### src/logic/wdtir_pkg.sv
package wdtir_pkg;

  // ----------------------------------------------------------------
  // address map
  // ----------------------------------------------------------------
  localparam logic [15:0] WDTIR_WR_CS_CNT_ADDR = 16'hFFA8;  // shared word write: counter or ctrl/stat
  localparam logic [15:0] WDTIR_WR_RST_ADDR    = 16'hFFAA;  // word write: reset ctrl/stat
  localparam logic [15:0] WDTIR_RD_CS_ADDR     = 16'hFFA8;
  localparam logic [15:0] WDTIR_RD_CNT_ADDR    = 16'hFFA9;
  localparam logic [15:0] WDTIR_RD_RST_ADDR    = 16'hFFAB;

  // ----------------------------------------------------------------
  // write passwords (high byte of the word)
  // ----------------------------------------------------------------
  localparam logic [7:0] WDTIR_PW_COUNT = 8'h5A;
  localparam logic [7:0] WDTIR_PW_CTRL  = 8'hA5;
  localparam logic [7:0] WDTIR_IND_CLEAR_DATA = 8'h00;

  // ----------------------------------------------------------------
  // field positions
  // ----------------------------------------------------------------
  localparam int WDTIR_CS_OVF_BIT  = 7;
  localparam int WDTIR_CS_MODE_BIT = 6;
  localparam int WDTIR_CS_RUN_BIT  = 5;
  localparam int WDTIR_CS_CKS_MSB  = 2;
  localparam int WDTIR_CS_CKS_LSB  = 0;
  localparam int WDTIR_RS_IND_BIT  = 7;
  localparam int WDTIR_RS_OE_BIT   = 6;

  // ----------------------------------------------------------------
  // reset values and fixed read-as-one bits
  // ----------------------------------------------------------------
  localparam logic [7:0] WDTIR_CS_RESET  = 8'h18;
  localparam logic [7:0] WDTIR_CNT_RESET = 8'h00;
  localparam logic [7:0] WDTIR_RS_RESET  = 8'h3F;
  localparam logic [7:0] WDTIR_CS_ONES   = 8'h18;
  localparam logic [7:0] WDTIR_RS_ONES   = 8'h3F;
  localparam logic [7:0] WDTIR_UNMAPPED  = 8'h00;

  // ----------------------------------------------------------------
  // timing: one state is one system clock cycle (40 ns at 25 MHz)
  // ----------------------------------------------------------------
  localparam int WDTIR_INT_RESET_STATES = 518;
  localparam int WDTIR_EXT_RESET_STATES = 132;
  localparam int WDTIR_PRESCALE_W       = 12;  // widest divisor is 4096

  // low-bit mask of the prescaler for a clock select code
  function automatic logic [WDTIR_PRESCALE_W-1:0] wdtir_div_mask(input logic [2:0] cks);
    logic [WDTIR_PRESCALE_W-1:0] m;
    m = 12'h000;
    unique case (cks)
      3'h0: m = 12'h001;  // /2
      3'h1: m = 12'h01F;  // /32
      3'h2: m = 12'h03F;  // /64
      3'h3: m = 12'h07F;  // /128
      3'h4: m = 12'h0FF;  // /256
      3'h5: m = 12'h1FF;  // /512
      3'h6: m = 12'h7FF;  // /2048
      3'h7: m = 12'hFFF;  // /4096
    endcase
    return m;
  endfunction

endpackage

### src/logic/wdtir_prescaler.sv
module wdtir_prescaler #(
  parameter int WIDTH = wdtir_pkg::WDTIR_PRESCALE_W
) (
  input  wire logic             clk_i,
  input  wire logic             rst_i,
  input  wire logic             ce_i,
  input  wire logic [2:0]       cks_i,
  output logic                  tick_o
);

  typedef struct packed {
    logic [WIDTH-1:0] cnt;
    logic             tick;
  } wdtir_pre_state_type;

  wdtir_pre_state_type s_q;
  wdtir_pre_state_type s_d;
  logic [WIDTH-1:0]    mask;

  // ------------------------------------------------------------
  // free-running divider; tick once per selected period
  // ------------------------------------------------------------
  always_comb
  begin
    mask   = WIDTH'(wdtir_pkg::wdtir_div_mask(cks_i));
    s_d    = s_q;
    s_d.cnt  = s_q.cnt + WIDTH'(1);
    s_d.tick = (s_q.cnt & mask) == mask;
  end

  // divider is never cleared by the run bit, so first period may be short
  always_ff @(posedge clk_i)
  begin
    if (rst_i)
      s_q <= '0;
    else if (ce_i)
      s_q <= s_d;
  end

  assign tick_o = s_q.tick;
endmodule

### src/logic/wdtir_reset_pulse.sv
module wdtir_reset_pulse #(
  parameter int INT_CYCLES = wdtir_pkg::WDTIR_INT_RESET_STATES,
  parameter int EXT_CYCLES = wdtir_pkg::WDTIR_EXT_RESET_STATES
) (
  input  wire logic clk_i,
  input  wire logic rst_i,
  input  wire logic ce_i,
  input  wire logic start_i,
  input  wire logic oe_i,
  output logic      chip_rst_o,
  output logic      ext_rst_n_o
);

  typedef struct packed {
    logic [9:0] cnt;
    logic       chip;
    logic       ext_n;
  } wdtir_pulse_state_type;

  wdtir_pulse_state_type s_q;
  wdtir_pulse_state_type s_d;

  // ------------------------------------------------------------
  // count elapsed states; internal and pin pulses end separately
  // ------------------------------------------------------------
  always_comb
  begin
    s_d = s_q;
    if (!s_q.chip && start_i)
    begin
      s_d.cnt   = 10'h001;
      s_d.chip  = 1'b1;
      s_d.ext_n = !oe_i;
    end
    else if (s_q.chip)
    begin
      s_d.cnt = s_q.cnt + 10'h001;
      if (s_q.cnt == 10'(INT_CYCLES))
        s_d.chip = 1'b0;
      if (s_q.cnt == 10'(EXT_CYCLES))
        s_d.ext_n = 1'b1;
    end
  end

  // pin reset has priority: it cancels a pulse in flight
  always_ff @(posedge clk_i)
  begin
    if (rst_i)
      s_q <= '{cnt: 10'h000, chip: 1'b0, ext_n: 1'b1};
    else if (ce_i)
      s_q <= s_d;
  end

  assign chip_rst_o  = s_q.chip;
  assign ext_rst_n_o = s_q.ext_n;
endmodule

### src/logic/wdtir_top.sv
module wdtir_top #(
  parameter int INT_RESET_CYCLES = wdtir_pkg::WDTIR_INT_RESET_STATES,
  parameter int EXT_RESET_CYCLES = wdtir_pkg::WDTIR_EXT_RESET_STATES
) (
  input  wire logic        clk_i,
  input  wire logic        rst_i,
  input  wire logic        ce_i,
  input  wire logic        standby_i,
  input  wire logic [15:0] addr_i,
  input  wire logic        wr_i,
  input  wire logic        wr_word_i,
  input  wire logic [15:0] wdata_i,
  input  wire logic        rd_i,
  output logic      [7:0]  rdata_o,
  output logic             rvalid_o,
  output logic             interval_interrupt_o,
  output logic             chip_reset_o,
  output logic             reset_output_pin_n_o
);

  // ----------------------------------------------------------------
  // state
  // ----------------------------------------------------------------
  typedef struct packed {
    logic [7:0] up_counter;
    logic       overflow_flag;
    logic       overflow_action_select;
    logic       timer_run_enable;
    logic [2:0] clock_select;
    logic       flag_seen_set;
    logic       supervisor_reset_indicator;
    logic       reset_output_enable;
    logic [7:0] rdata;
    logic       rvalid;
    logic       irq;
    logic       fire;
  } wdtir_state_type;

  localparam wdtir_state_type ST_RESET = '{
    up_counter:                 wdtir_pkg::WDTIR_CNT_RESET,
    overflow_flag:              wdtir_pkg::WDTIR_CS_RESET[wdtir_pkg::WDTIR_CS_OVF_BIT],
    overflow_action_select:     wdtir_pkg::WDTIR_CS_RESET[wdtir_pkg::WDTIR_CS_MODE_BIT],
    timer_run_enable:           wdtir_pkg::WDTIR_CS_RESET[wdtir_pkg::WDTIR_CS_RUN_BIT],
    clock_select:               wdtir_pkg::WDTIR_CS_RESET[wdtir_pkg::WDTIR_CS_CKS_MSB:wdtir_pkg::WDTIR_CS_CKS_LSB],
    flag_seen_set:              1'b0,
    supervisor_reset_indicator: wdtir_pkg::WDTIR_RS_RESET[wdtir_pkg::WDTIR_RS_IND_BIT],
    reset_output_enable:        wdtir_pkg::WDTIR_RS_RESET[wdtir_pkg::WDTIR_RS_OE_BIT],
    rdata:                      8'h00,
    rvalid:                     1'b0,
    irq:                        1'b0,
    fire:                       1'b0
  };

  wdtir_state_type s_q;
  wdtir_state_type s_d;

  logic       tick;
  logic       chip_rst;
  logic       ext_rst_n;
  logic [7:0] cs_view;
  logic [7:0] rs_view;
  logic [7:0] wr_lo;
  logic [7:0] wr_hi;
  logic       word_wr;
  logic       cnt_wr;
  logic       cs_wr;
  logic       ind_clr;
  logic       oe_wr;
  logic       overflow;

  // ----------------------------------------------------------------
  // helpers
  // ----------------------------------------------------------------
  assign wr_lo = wdata_i[7:0];
  assign wr_hi = wdata_i[15:8];

  // register views as software reads them
  always_comb
  begin
    cs_view = wdtir_pkg::WDTIR_CS_ONES;
    cs_view[wdtir_pkg::WDTIR_CS_OVF_BIT]  = s_q.overflow_flag;
    cs_view[wdtir_pkg::WDTIR_CS_MODE_BIT] = s_q.overflow_action_select;
    cs_view[wdtir_pkg::WDTIR_CS_RUN_BIT]  = s_q.timer_run_enable;
    cs_view[wdtir_pkg::WDTIR_CS_CKS_MSB:wdtir_pkg::WDTIR_CS_CKS_LSB] = s_q.clock_select;
    rs_view = wdtir_pkg::WDTIR_RS_ONES;
    rs_view[wdtir_pkg::WDTIR_RS_IND_BIT] = s_q.supervisor_reset_indicator;
    rs_view[wdtir_pkg::WDTIR_RS_OE_BIT]  = s_q.reset_output_enable;
  end

  // password decode; byte writes and wrong passwords decode to nothing
  always_comb
  begin
    word_wr = wr_i && wr_word_i;
    cnt_wr  = word_wr && addr_i == wdtir_pkg::WDTIR_WR_CS_CNT_ADDR
              && wr_hi == wdtir_pkg::WDTIR_PW_COUNT;
    cs_wr   = word_wr && addr_i == wdtir_pkg::WDTIR_WR_CS_CNT_ADDR
              && wr_hi == wdtir_pkg::WDTIR_PW_CTRL;
    ind_clr = word_wr && addr_i == wdtir_pkg::WDTIR_WR_RST_ADDR
              && wr_hi == wdtir_pkg::WDTIR_PW_CTRL
              && wr_lo == wdtir_pkg::WDTIR_IND_CLEAR_DATA;
    oe_wr   = word_wr && addr_i == wdtir_pkg::WDTIR_WR_RST_ADDR
              && wr_hi == wdtir_pkg::WDTIR_PW_COUNT;
  end

  // wrap is taken only when no counter write lands in the same cycle
  assign overflow = s_q.timer_run_enable && tick && !cnt_wr && !chip_rst
                    && s_q.up_counter == 8'hFF;

  // ----------------------------------------------------------------
  // prescaler and reset pulse generator
  // ----------------------------------------------------------------
  wdtir_prescaler #(
    .WIDTH (wdtir_pkg::WDTIR_PRESCALE_W)
  ) u_prescaler (
    .clk_i  (clk_i),
    .rst_i  (rst_i),
    .ce_i   (ce_i),
    .cks_i  (s_q.clock_select),
    .tick_o (tick)
  );

  wdtir_reset_pulse #(
    .INT_CYCLES (INT_RESET_CYCLES),
    .EXT_CYCLES (EXT_RESET_CYCLES)
  ) u_reset_pulse (
    .clk_i       (clk_i),
    .rst_i       (rst_i),
    .ce_i        (ce_i),
    .start_i     (s_q.fire),
    .oe_i        (s_q.reset_output_enable),
    .chip_rst_o  (chip_rst),
    .ext_rst_n_o (ext_rst_n)
  );

  // ----------------------------------------------------------------
  // next state
  // ----------------------------------------------------------------
  always_comb
  begin
    s_d        = s_q;
    s_d.rvalid = 1'b0;
    s_d.fire   = 1'b0;

    // byte reads answer one cycle later; unmapped reads return zero
    if (rd_i)
    begin
      s_d.rvalid = 1'b1;
      unique case (addr_i)
        wdtir_pkg::WDTIR_RD_CS_ADDR:
        begin
          s_d.rdata = cs_view;
          if (s_q.overflow_flag)
            s_d.flag_seen_set = 1'b1;
        end
        wdtir_pkg::WDTIR_RD_CNT_ADDR: s_d.rdata = s_q.up_counter;
        wdtir_pkg::WDTIR_RD_RST_ADDR: s_d.rdata = rs_view;
        default: s_d.rdata = wdtir_pkg::WDTIR_UNMAPPED;
      endcase
    end

    // control/status write; a 1 in the flag position does nothing
    if (cs_wr)
    begin
      s_d.overflow_action_select = wr_lo[wdtir_pkg::WDTIR_CS_MODE_BIT];
      s_d.timer_run_enable       = wr_lo[wdtir_pkg::WDTIR_CS_RUN_BIT];
      s_d.clock_select = wr_lo[wdtir_pkg::WDTIR_CS_CKS_MSB:wdtir_pkg::WDTIR_CS_CKS_LSB];
      if (!wr_lo[wdtir_pkg::WDTIR_CS_OVF_BIT] && s_q.flag_seen_set)
      begin
        s_d.overflow_flag = 1'b0;
        s_d.flag_seen_set = 1'b0;
      end
    end

    // reset control writes
    if (ind_clr)
      s_d.supervisor_reset_indicator = 1'b0;
    if (oe_wr)
      s_d.reset_output_enable = wr_lo[wdtir_pkg::WDTIR_RS_OE_BIT];

    // counter: stop clears, write beats tick
    if (!s_q.timer_run_enable)
      s_d.up_counter = 8'h00;
    else if (cnt_wr)
      s_d.up_counter = wr_lo;
    else if (tick)
      s_d.up_counter = s_q.up_counter + 8'h01;

    // overflow event: set beats a clear landing in the same cycle
    if (overflow)
    begin
      s_d.overflow_flag = 1'b1;
      if (s_q.overflow_action_select)
      begin
        s_d.supervisor_reset_indicator = 1'b1;
        s_d.fire = 1'b1;
      end
    end

    // standby clears the upper control bits, select survives
    if (standby_i)
    begin
      s_d.overflow_flag          = 1'b0;
      s_d.overflow_action_select = 1'b0;
      s_d.timer_run_enable       = 1'b0;
      s_d.flag_seen_set          = 1'b0;
      s_d.up_counter             = 8'h00;
    end

    // internal watchdog reset: timer back to reset, reset ctrl untouched
    if (chip_rst)
    begin
      s_d.up_counter             = ST_RESET.up_counter;
      s_d.overflow_flag          = ST_RESET.overflow_flag;
      s_d.overflow_action_select = ST_RESET.overflow_action_select;
      s_d.timer_run_enable       = ST_RESET.timer_run_enable;
      s_d.clock_select           = ST_RESET.clock_select;
      s_d.flag_seen_set          = 1'b0;
      s_d.fire                   = 1'b0;
    end

    // request mirrors the flag while in interval mode
    s_d.irq = s_d.overflow_flag && !s_d.overflow_action_select;
  end

  // only the pin reset reaches the indicator and output enable
  always_ff @(posedge clk_i)
  begin
    if (rst_i)
      s_q <= ST_RESET;
    else if (ce_i)
      s_q <= s_d;
  end

  // ----------------------------------------------------------------
  // outputs
  // ----------------------------------------------------------------
  assign rdata_o              = s_q.rdata;
  assign rvalid_o             = s_q.rvalid;
  assign interval_interrupt_o = s_q.irq;
  assign chip_reset_o         = chip_rst;
  assign reset_output_pin_n_o = ext_rst_n;
endmodule

### config.mk
export PLATFORM = sky130hd
export DESIGN_NAME = wdtir_top
export DESIGN_NICKNAME = d
export VERILOG_FILES = /design/src/logic/wdtir_pkg.sv /design/src/logic/wdtir_prescaler.sv /design/src/logic/wdtir_reset_pulse.sv /design/src/logic/wdtir_top.sv
export SDC_FILE = /design/constraint.sdc
export NUM_CORES = 1
export LEC_CHECK = 0
export BUFFER_PORTS_ARGS = -buffer_cell sky130_fd_sc_hd__buf_2
export CORE_UTILIZATION = 60
export DETAILED_ROUTE_END_ITERATION = 16
export PLACE_DENSITY = 0.86
export SYNTH_ARGS = -nofsm -noshare
export SYNTH_HDL_FRONTEND = slang
export SYNTH_SLANG_ARGS = --single-unit
### constraint.sdc
create_clock -name clk_i -period 6.15 [get_ports clk_i]
set_input_delay 0.3075 -clock clk_i [delete_from_list [all_inputs] [get_ports clk_i]]
set_output_delay 0.3075 -clock clk_i [all_outputs]
set_load 0.005 [all_outputs]
==> impl_metrics.py, run 1 <==
metrics = {
    "run_status": {
        "outcome": "finished clean",
    },
    "clocking": {
        "clk-insertion-delay-late_ns": 0.34,
        "numCtsBuffers": 9,
        "cts_tree": "built",
        "clock_path_buffers": 2,
        "cts-resized-gates": 0,
        "cts_sinks": 60,
        "root_buffer": "clkbuf_8",
        "h-tree-depth": 3,
        "path_clk_slew_ns": 0.07,
        "cts_setup_buffers": 0,
        "hold_buffers": 0,
    },
    "cells_and_area": {
        "nets": 449,
        "diodes": 0,
        "syn2layout_area_growth_pct": 11.6,
        "drive_gt1_share_pct": 19.3,
    },
    "synth": {
        "yosysSeqAreaShare_pct": 38.6,
        "synthArstFlopShare_pct": 0,
        "netlist_area_sq_mm": 0.00311,
        "synthCells": 368,
        "synth_top_flop_cell": "dfxtp_1",
        "synth-seq-cells": 60,
        "ys_warn_count": 0,
        "yosys.area.top_type_share_pct": 38.6,
        "synth_top_cell_by_area": "dfxtp_1",
        "synth_area_per_cell_sq_um": 8.45,
        "yosys-top-cells-area": "dfxtp_1 39%, nor2_1 5.4%, o21ai_0 4.5%",
        "synth_fp_nets": 412,
        "yosysUniqueCellTypes": 58,
        "synth-edff-count": 0,
    },
    "min_path": {
        "hold_end": "s_q[24]",
        "hold_start": "wdata_i[4]",
        "worstHoldPathCells": 3,
        "min_path_type": "in2reg",
    },
    "floorplanning": {
        "core_area_sq_mm": 0.00485,
        "ioPinCount": 51,
        "die_w_um": 74.0,
        "dieArea_sq_mm": 0.00547,
        "die_h_um": 74.0,
        "initial_core_util_pct": 64.1,
        "num_rows": 25,
    },
    "pwr": {
        "powerDensity_mw_per_mm2": 225,
        "p_leak_nw": 1.38,
        "clkPwrFrac_pct": 43.7,
        "swShare_pct": 24.1,
        "vdd_drop_max_uv": 152,
        "power_frac_seq_pct": 50.3,
        "pwr-share-comb_pct": 6.0,
        "switchingPower_w": 0.000188,
        "p_int_w": 0.000594,
    },
    "routing": {
        "drtAntennaViolNets": 0,
        "routedWlPerCell_um": 15.2,
        "drt_wl_total_um": 7270,
        "drtIter0Drc": 195,
        "vias": 2838,
        "drc": 0,
        "via_per_inst": 5.95,
        "firstDrtPassIters": 5,
    },
    "placement": {
        "io_buffer_count": 50,
        "hpwlAfterDp_um": 5270,
        "globalplace.congestion": 0.905,
        "dpl_worst_slack_ns": 3.58,
    },
    "sta": {
        "fmax_mhz": 441,
        "drv_slew": 0,
        "setup_violations": 0,
        "slew_headroom_pct": 47.3,
        "worst_slew_pin_slew_ns": 0.784,
        "fin_setup_tns_ns": 0,
        "setup_slack_ns": 3.88,
        "finalCriticalPeriod_ns": 2.27,
        "skew_ns": 0.00695,
        "rsz0062_at_grt": "false",
        "period_share_pct": 36.8,
        "finalHoldViolCount": 0,
    },
    "global_route": {
        "grt_pass1_wl_um": 11900,
        "antenna_found_initial": 0,
        "grt_pass1_vias": 2571,
        "gr-total-overflow": 0,
        "grtUsageTotal_pct": 29.1,
        "grt_start_max_net_pins": 39,
    },
    "setup_path": {
        "worstPathArrival_ns": 2.45,
        "r2r-start": "u_reset_pulse.chip_rst_o",
        "critical-path-top-delay-family": "simple AND/OR/NAND/NOR gates",
        "worst-path-stages": 7,
        "worstSetupPathType": "in2reg",
        "startpoint_type": "input pin",
        "r2r_slack_ns": 4.25,
        "cp_slowest_cell": "or4_4",
        "r2r-end": "s_q[23]",
        "path_buf_inv": 1,
        "worstPathMaxFanout": 18,
        "critical-path-max-stage-delay_ns": 0.64,
        "crit_chain": "buf_2 -> nand4bb_1 -> or4_4 -> nor3_4 -> mux2_2 -> a31oi_1 -> a311oi_1",
        "r2r_cells": 4,
        "worstPathRequired_ns": 6.34,
        "cp-end-kind": "flip-flop",
    },
    "run": {
        "maxCapViolCount": 0,
    },
}
==> cells in the final DEF, fill, tap and decap left out, types with 2 or more instances in the layout <==
cell type	synthesis	layout
inv_1	18	18
and3_1	4	4
clkinv_4	0	2
a311oi_1	2	2
and2_1	3	3
nor3_1	4	4
xnor2_1	5	5
xor2_1	10	10
and4_1	3	3
ha_1	5	5
buf_2	0	50
nor4bb_1	4	4
o21ai_0	28	28
a32oi_4	2	2
nor3b_1	6	6
clkbuf_8	3	9
dfxtp_1	60	60
nand2b_1	3	3
mux2i_1	5	5
a31oi_1	2	2
and3_2	2	2
nor3_4	2	2
nand4b_1	2	2
nand4_1	8	8
nor2_1	45	45
a21oi_1	26	26
or3_1	3	3
o22ai_1	2	2
a211oi_1	6	6
clkinv_2	0	4
o31ai_1	2	2
nand2_1	26	26
nand3_1	21	21
o211ai_1	3	3
a32oi_1	4	4
a221oi_1	3	3
nor4_1	5	5
==> worst max path at each step <==
stage               startpoint                   to  slack, ns
global route         addr_i[4]              s_q[20]       3.78
global placement     addr_i[4]              s_q[20]       3.59
floorplan            addr_i[4]  u_prescaler.mask[8]       3.87
detailed placement   addr_i[4]              s_q[20]       3.58
CTS                  addr_i[4]              s_q[20]       3.92
finish               addr_i[4]              s_q[20]       3.88
==> power groups by stage <==
stage | Combinational [W] | Sequential [W] | Clock (W)
finish | 0.0000469 | 0.000393 | 0.000342
global route | 0.0000518 | 0.000393 | 0.000364
CTS | 0.0000463 | 0.000393 | 0.000348
detailed placement | 0.0000461 | 0.000402 | 0
global placement | 0.0000445 | 0.000402 | 0
floorplan | 0.0000276 | 0.000401 | 0
==> worst register-to-register path, cell delays in order, from the launching register on <==
cell and delay (ns):
dfxtp_1 0.51, or2b_2 0.40, nor2_1 0.34, nand3_1 0.32, o21ai_0 0.26
==> flip-flops by register name, summed over array words and instances (netlist names) <==
register and flops:
u_prescaler.s_q 12, s_q 10, u_reset_pulse.s_q 10, rdata_o 8
u_prescaler.mask 7, cs_view 6, rs_view 2, interval_interrupt_o 1
rvalid_o 1, u_prescaler.tick_o 1, u_reset_pulse.chip_rst_o 1, u_reset_pulse.ext_rst_n_o 1
==> Yosys cell counts (2+ instances only) <==
cell      count
nand4_1       8
a211oi_1      6
nor2_1       45
a32oi_4       2
o21ai_0      28
and2_1        3
nand2_1      26
a32oi_1       4
o31ai_1       2
or3_1         3
o22ai_1       2
a31oi_1       2
nor3_4        2
buf_6         2
xnor2_1       5
clkbuf_1     10
a21oi_1      26
and4_1        3
nor4bb_1      4
nor4_1        5
and3_2        2
nor3b_1       6
buf_4         8
a311oi_1      2
clkbuf_8      3
mux2i_1       5
and3_1        4
nand2b_1      3
dfxtp_1      60
a221oi_1      3
o211ai_1      3
nor3_1        4
xor2_1       10
nand4b_1      2
inv_1        18
nand3_1      21
ha_1          5
==> layer usage <==
layer	vias to the layer above	share of wire [%]	global-route usage (%)
met5	-	0	0
met4	0	1.6	10.3
met3	18	7.6	8.81
met2	110	46	46.0
met1	1316	45	37.7
li1	1394	-	-
==> stage by stage <==
| step | util (%) | hold slack (ns) | cell area [sq um] | power (W) | cells |
|---|---|---|---|---|---|
| 2_1_floorplan | - | 0.432 | 3110 | 0.000429 | 368 |
| 3_3_place_gp | 67.6 | 0.440 | 3280 | 0.000446 | 461 |
| 3_5_place_dp | 67.6 | 0.443 | 3280 | 0.000448 | 461 |
| 4_1_cts | 71.5 | 0.252 | 3470 | 0.000787 | 477 |
| 5_1_grt | 71.5 | 0.269 | 3470 | 0.000809 | 477 |
| 6_report | 71.5 | 0.260 | 3470 | 0.000782 | 477 |
==> cell families (layout without fill, tap and decap cells) <==
family | Yosys count | count (layout) | synth area share [%]
simple gates | 149 | 149 | 26.0
compound gates | 91 | 91 | 19.7
flops | 60 | 60 | 38.6
buf+inv | 42 | 84 | 7.49
xor+xnor | 15 | 15 | 4.23
mux | 6 | 6 | 1.97
fa+ha+maj | 5 | 5 | 2.01
==> layout make-up <==
| class | count | area [sq um] |
|---|---|---|
| clock buffers | 9 | 124 |
| clock inverters | 7 | 67.6 |
| fillers | 377 | 1380 |
| inverters | 18 | 67.6 |
| multi-input cells | 266 | 1670 |
| flip-flops and latches | 60 | 1200 |
| well taps | 67 | 83.8 |
| repair buffers | 50 | 250 |
Power figures use the tool's default switching activity.
==> run 2, diff against run 1 <==
CORE_UTILIZATION = 56   (was 60)
PLACE_DENSITY = 0.81   (was 0.86)
clock period = 2.16 ns   (was 6.15 ns; I/O delays follow)
==> impl_metrics.py, run 2 (same netlist as run 1, synthesis figures left out) <==
metrics = {
    "clocking": {
        "hold_buffers": 0,
        "root_buffer": "clkbuf_8",
        "clock_path_buffers": 2,
        "path_clk_slew_ns": 0.06,
        "cts_setup_buffers": 0,
        "numCtsBuffers": 9,
        "h-tree-depth": 3,
        "cts_sinks": 60,
        "clk-insertion-delay-late_ns": 0.34,
        "cts-resized-gates": 0,
        "cts_tree": "built",
    },
    "run_status": {
        "outcome": "finished clean",
    },
    "sta": {
        "rsz0062_at_grt": "false",
        "finalHoldViolCount": 0,
        "fmax_mhz": 534,
        "finalCriticalPeriod_ns": 1.87,
        "worst_slew_pin_slew_ns": 0.530,
        "fin_setup_tns_ns": 0,
        "period_share_pct": 86.7,
        "skew_ns": 0.00640,
        "drv_slew": 0,
        "setup_violations": 0,
        "slew_headroom_pct": 64.3,
    },
    "setup_path": {
        "r2r-start": "u_reset_pulse.chip_rst_o",
        "worstPathArrival_ns": 2.09,
        "cp-end-kind": "flip-flop",
        "startpoint_type": "input pin",
        "critPathLaunch": "addr_i[4]",
        "worstPathMaxFanout": 7,
        "worstSetupPathType": "in2reg",
        "worstPathRequired_ns": 2.38,
    },
    "min_path": {
        "hold_start": "wdata_i[4]",
        "min_path_type": "in2reg",
    },
    "cells_and_area": {
        "largest_registers": "u_prescaler.s_q: 12 flops, s_q: 10 flops, u_reset_pulse.s_q: 10 flops",
        "fin_cells": 491,
        "final_common_cell": "dfxtp_1",
        "diodes": 0,
        "drive_gt1_share_pct": 20.4,
        "largest-register": "u_prescaler.s_q",
        "largest_reg_flops": 12,
        "syn2layout_area_growth_pct": 13.4,
        "nets": 460,
        "most-common-layout-cells": "60 x dfxtp_1, 50 x buf_2, 45 x nor2_1, 28 x o21ai_0",
    },
    "routing": {
        "drt_wl_total_um": 7680,
        "via_per_inst": 5.88,
        "drtAntennaViolNets": 0,
        "firstDrtPassIters": 5,
        "drc": 0,
        "routedWlPerCell_um": 15.6,
        "drtIter0Drc": 194,
        "vias": 2888,
    },
    "placement": {
        "dp_cells": 475,
        "globalplace.congestion": 1.00,
        "io_buffer_count": 50,
        "hpwlAfterDp_um": 5610,
    },
    "pwr": {
        "power_frac_seq_pct": 52.5,
        "vdd_drop_max_uv": 403,
        "p_int_w": 0.00161,
        "p_total_w": 0.00213,
        "switchingPower_w": 0.000520,
        "swShare_pct": 24.4,
        "clkPwrFrac_pct": 40.8,
        "pwr-share-comb_pct": 6.7,
        "p_leak_nw": 1.41,
        "powerDensity_mw_per_mm2": 605,
    },
    "global_route": {
        "grt_pass1_wl_um": 12800,
        "grtUsageTotal_pct": 28.1,
        "grt_start_max_net_pins": 21,
        "antenna_found_initial": 0,
        "grt_pass1_vias": 2648,
        "gr-total-overflow": 0,
    },
    "floorplanning": {
        "dieArea_sq_mm": 0.00585,
        "core_area_sq_mm": 0.00524,
        "num_rows": 26,
        "initial_core_util_pct": 59.3,
        "die_w_um": 76.5,
        "ioPinCount": 51,
        "die_h_um": 76.5,
    },
    "run": {
        "maxCapViolCount": 0,
    },
}
## run 2: through the flow
step | hold slack [ns] | utilization, % | instance area [sq um] | setup slack, ns
2_1_floorplan | 0.255 | - | 3110 | 0.0780
3_3_place_gp | 0.406 | 64.2 | 3360 | 0.0197
3_5_place_dp | 0.427 | 64.2 | 3360 | -0.0527
4_1_cts | 0.0791 | 67.3 | 3530 | 0.307
5_1_grt | 0.105 | 67.3 | 3530 | 0.189
6_report | 0.0733 | 67.3 | 3530 | 0.288
## run 2: power groups by stage
stage	sequential, W	combinational [W]	clock (W)
6_report	0.00112	0.000143	0.000870
5_1_grt	0.00112	0.000154	0.000937
4_1_cts	0.00112	0.000140	0.000882
3_5_place_dp	0.00114	0.000140	0
3_3_place_gp	0.00114	0.000137	0
2_1_floorplan	0.00114	0.0000785	0
## run 2: worst max-delay path: stages
cell	delay, ns
buf_2	0.09
nand4bb_1	0.21
or4_4	0.59
or3_4	0.44
a22o_4	0.26
a32oi_4	0.27
o21ai_1	0.11
## run 2: worst paths after layout
check / endpoint / slack, ns / depth (start not counted)
worst max-delay path: u_prescaler.mask[6] / 0.29 / 7
worst min-delay path: s_q[24] / 0.07 / 3
worst min register to register: rdata_o[4] / 0.45 / 2
worst max register to register: s_q[23] / 0.36 / 4
## run 2: layout make-up
cell class	count	area, sq um
Inverter	18	67.6
Tap cell	70	87.6
Clock inverter	2	10.0
Fill cell	453	1710
Clock buffer	14	153
Sequential cell	60	1200
Multi-Input combinational cell	266	1670
Timing Repair Buffer	61	333
## run 2: metal layers
metal  global-route usage, %  share of wire [%]  up-vias
li1                        -                  -     1417
met1                    38.6                 45     1304
met2                    41.5                 43      156
met3                    8.14                 11       11
met4                    10.4                1.5        0
met5                       0                  0        -
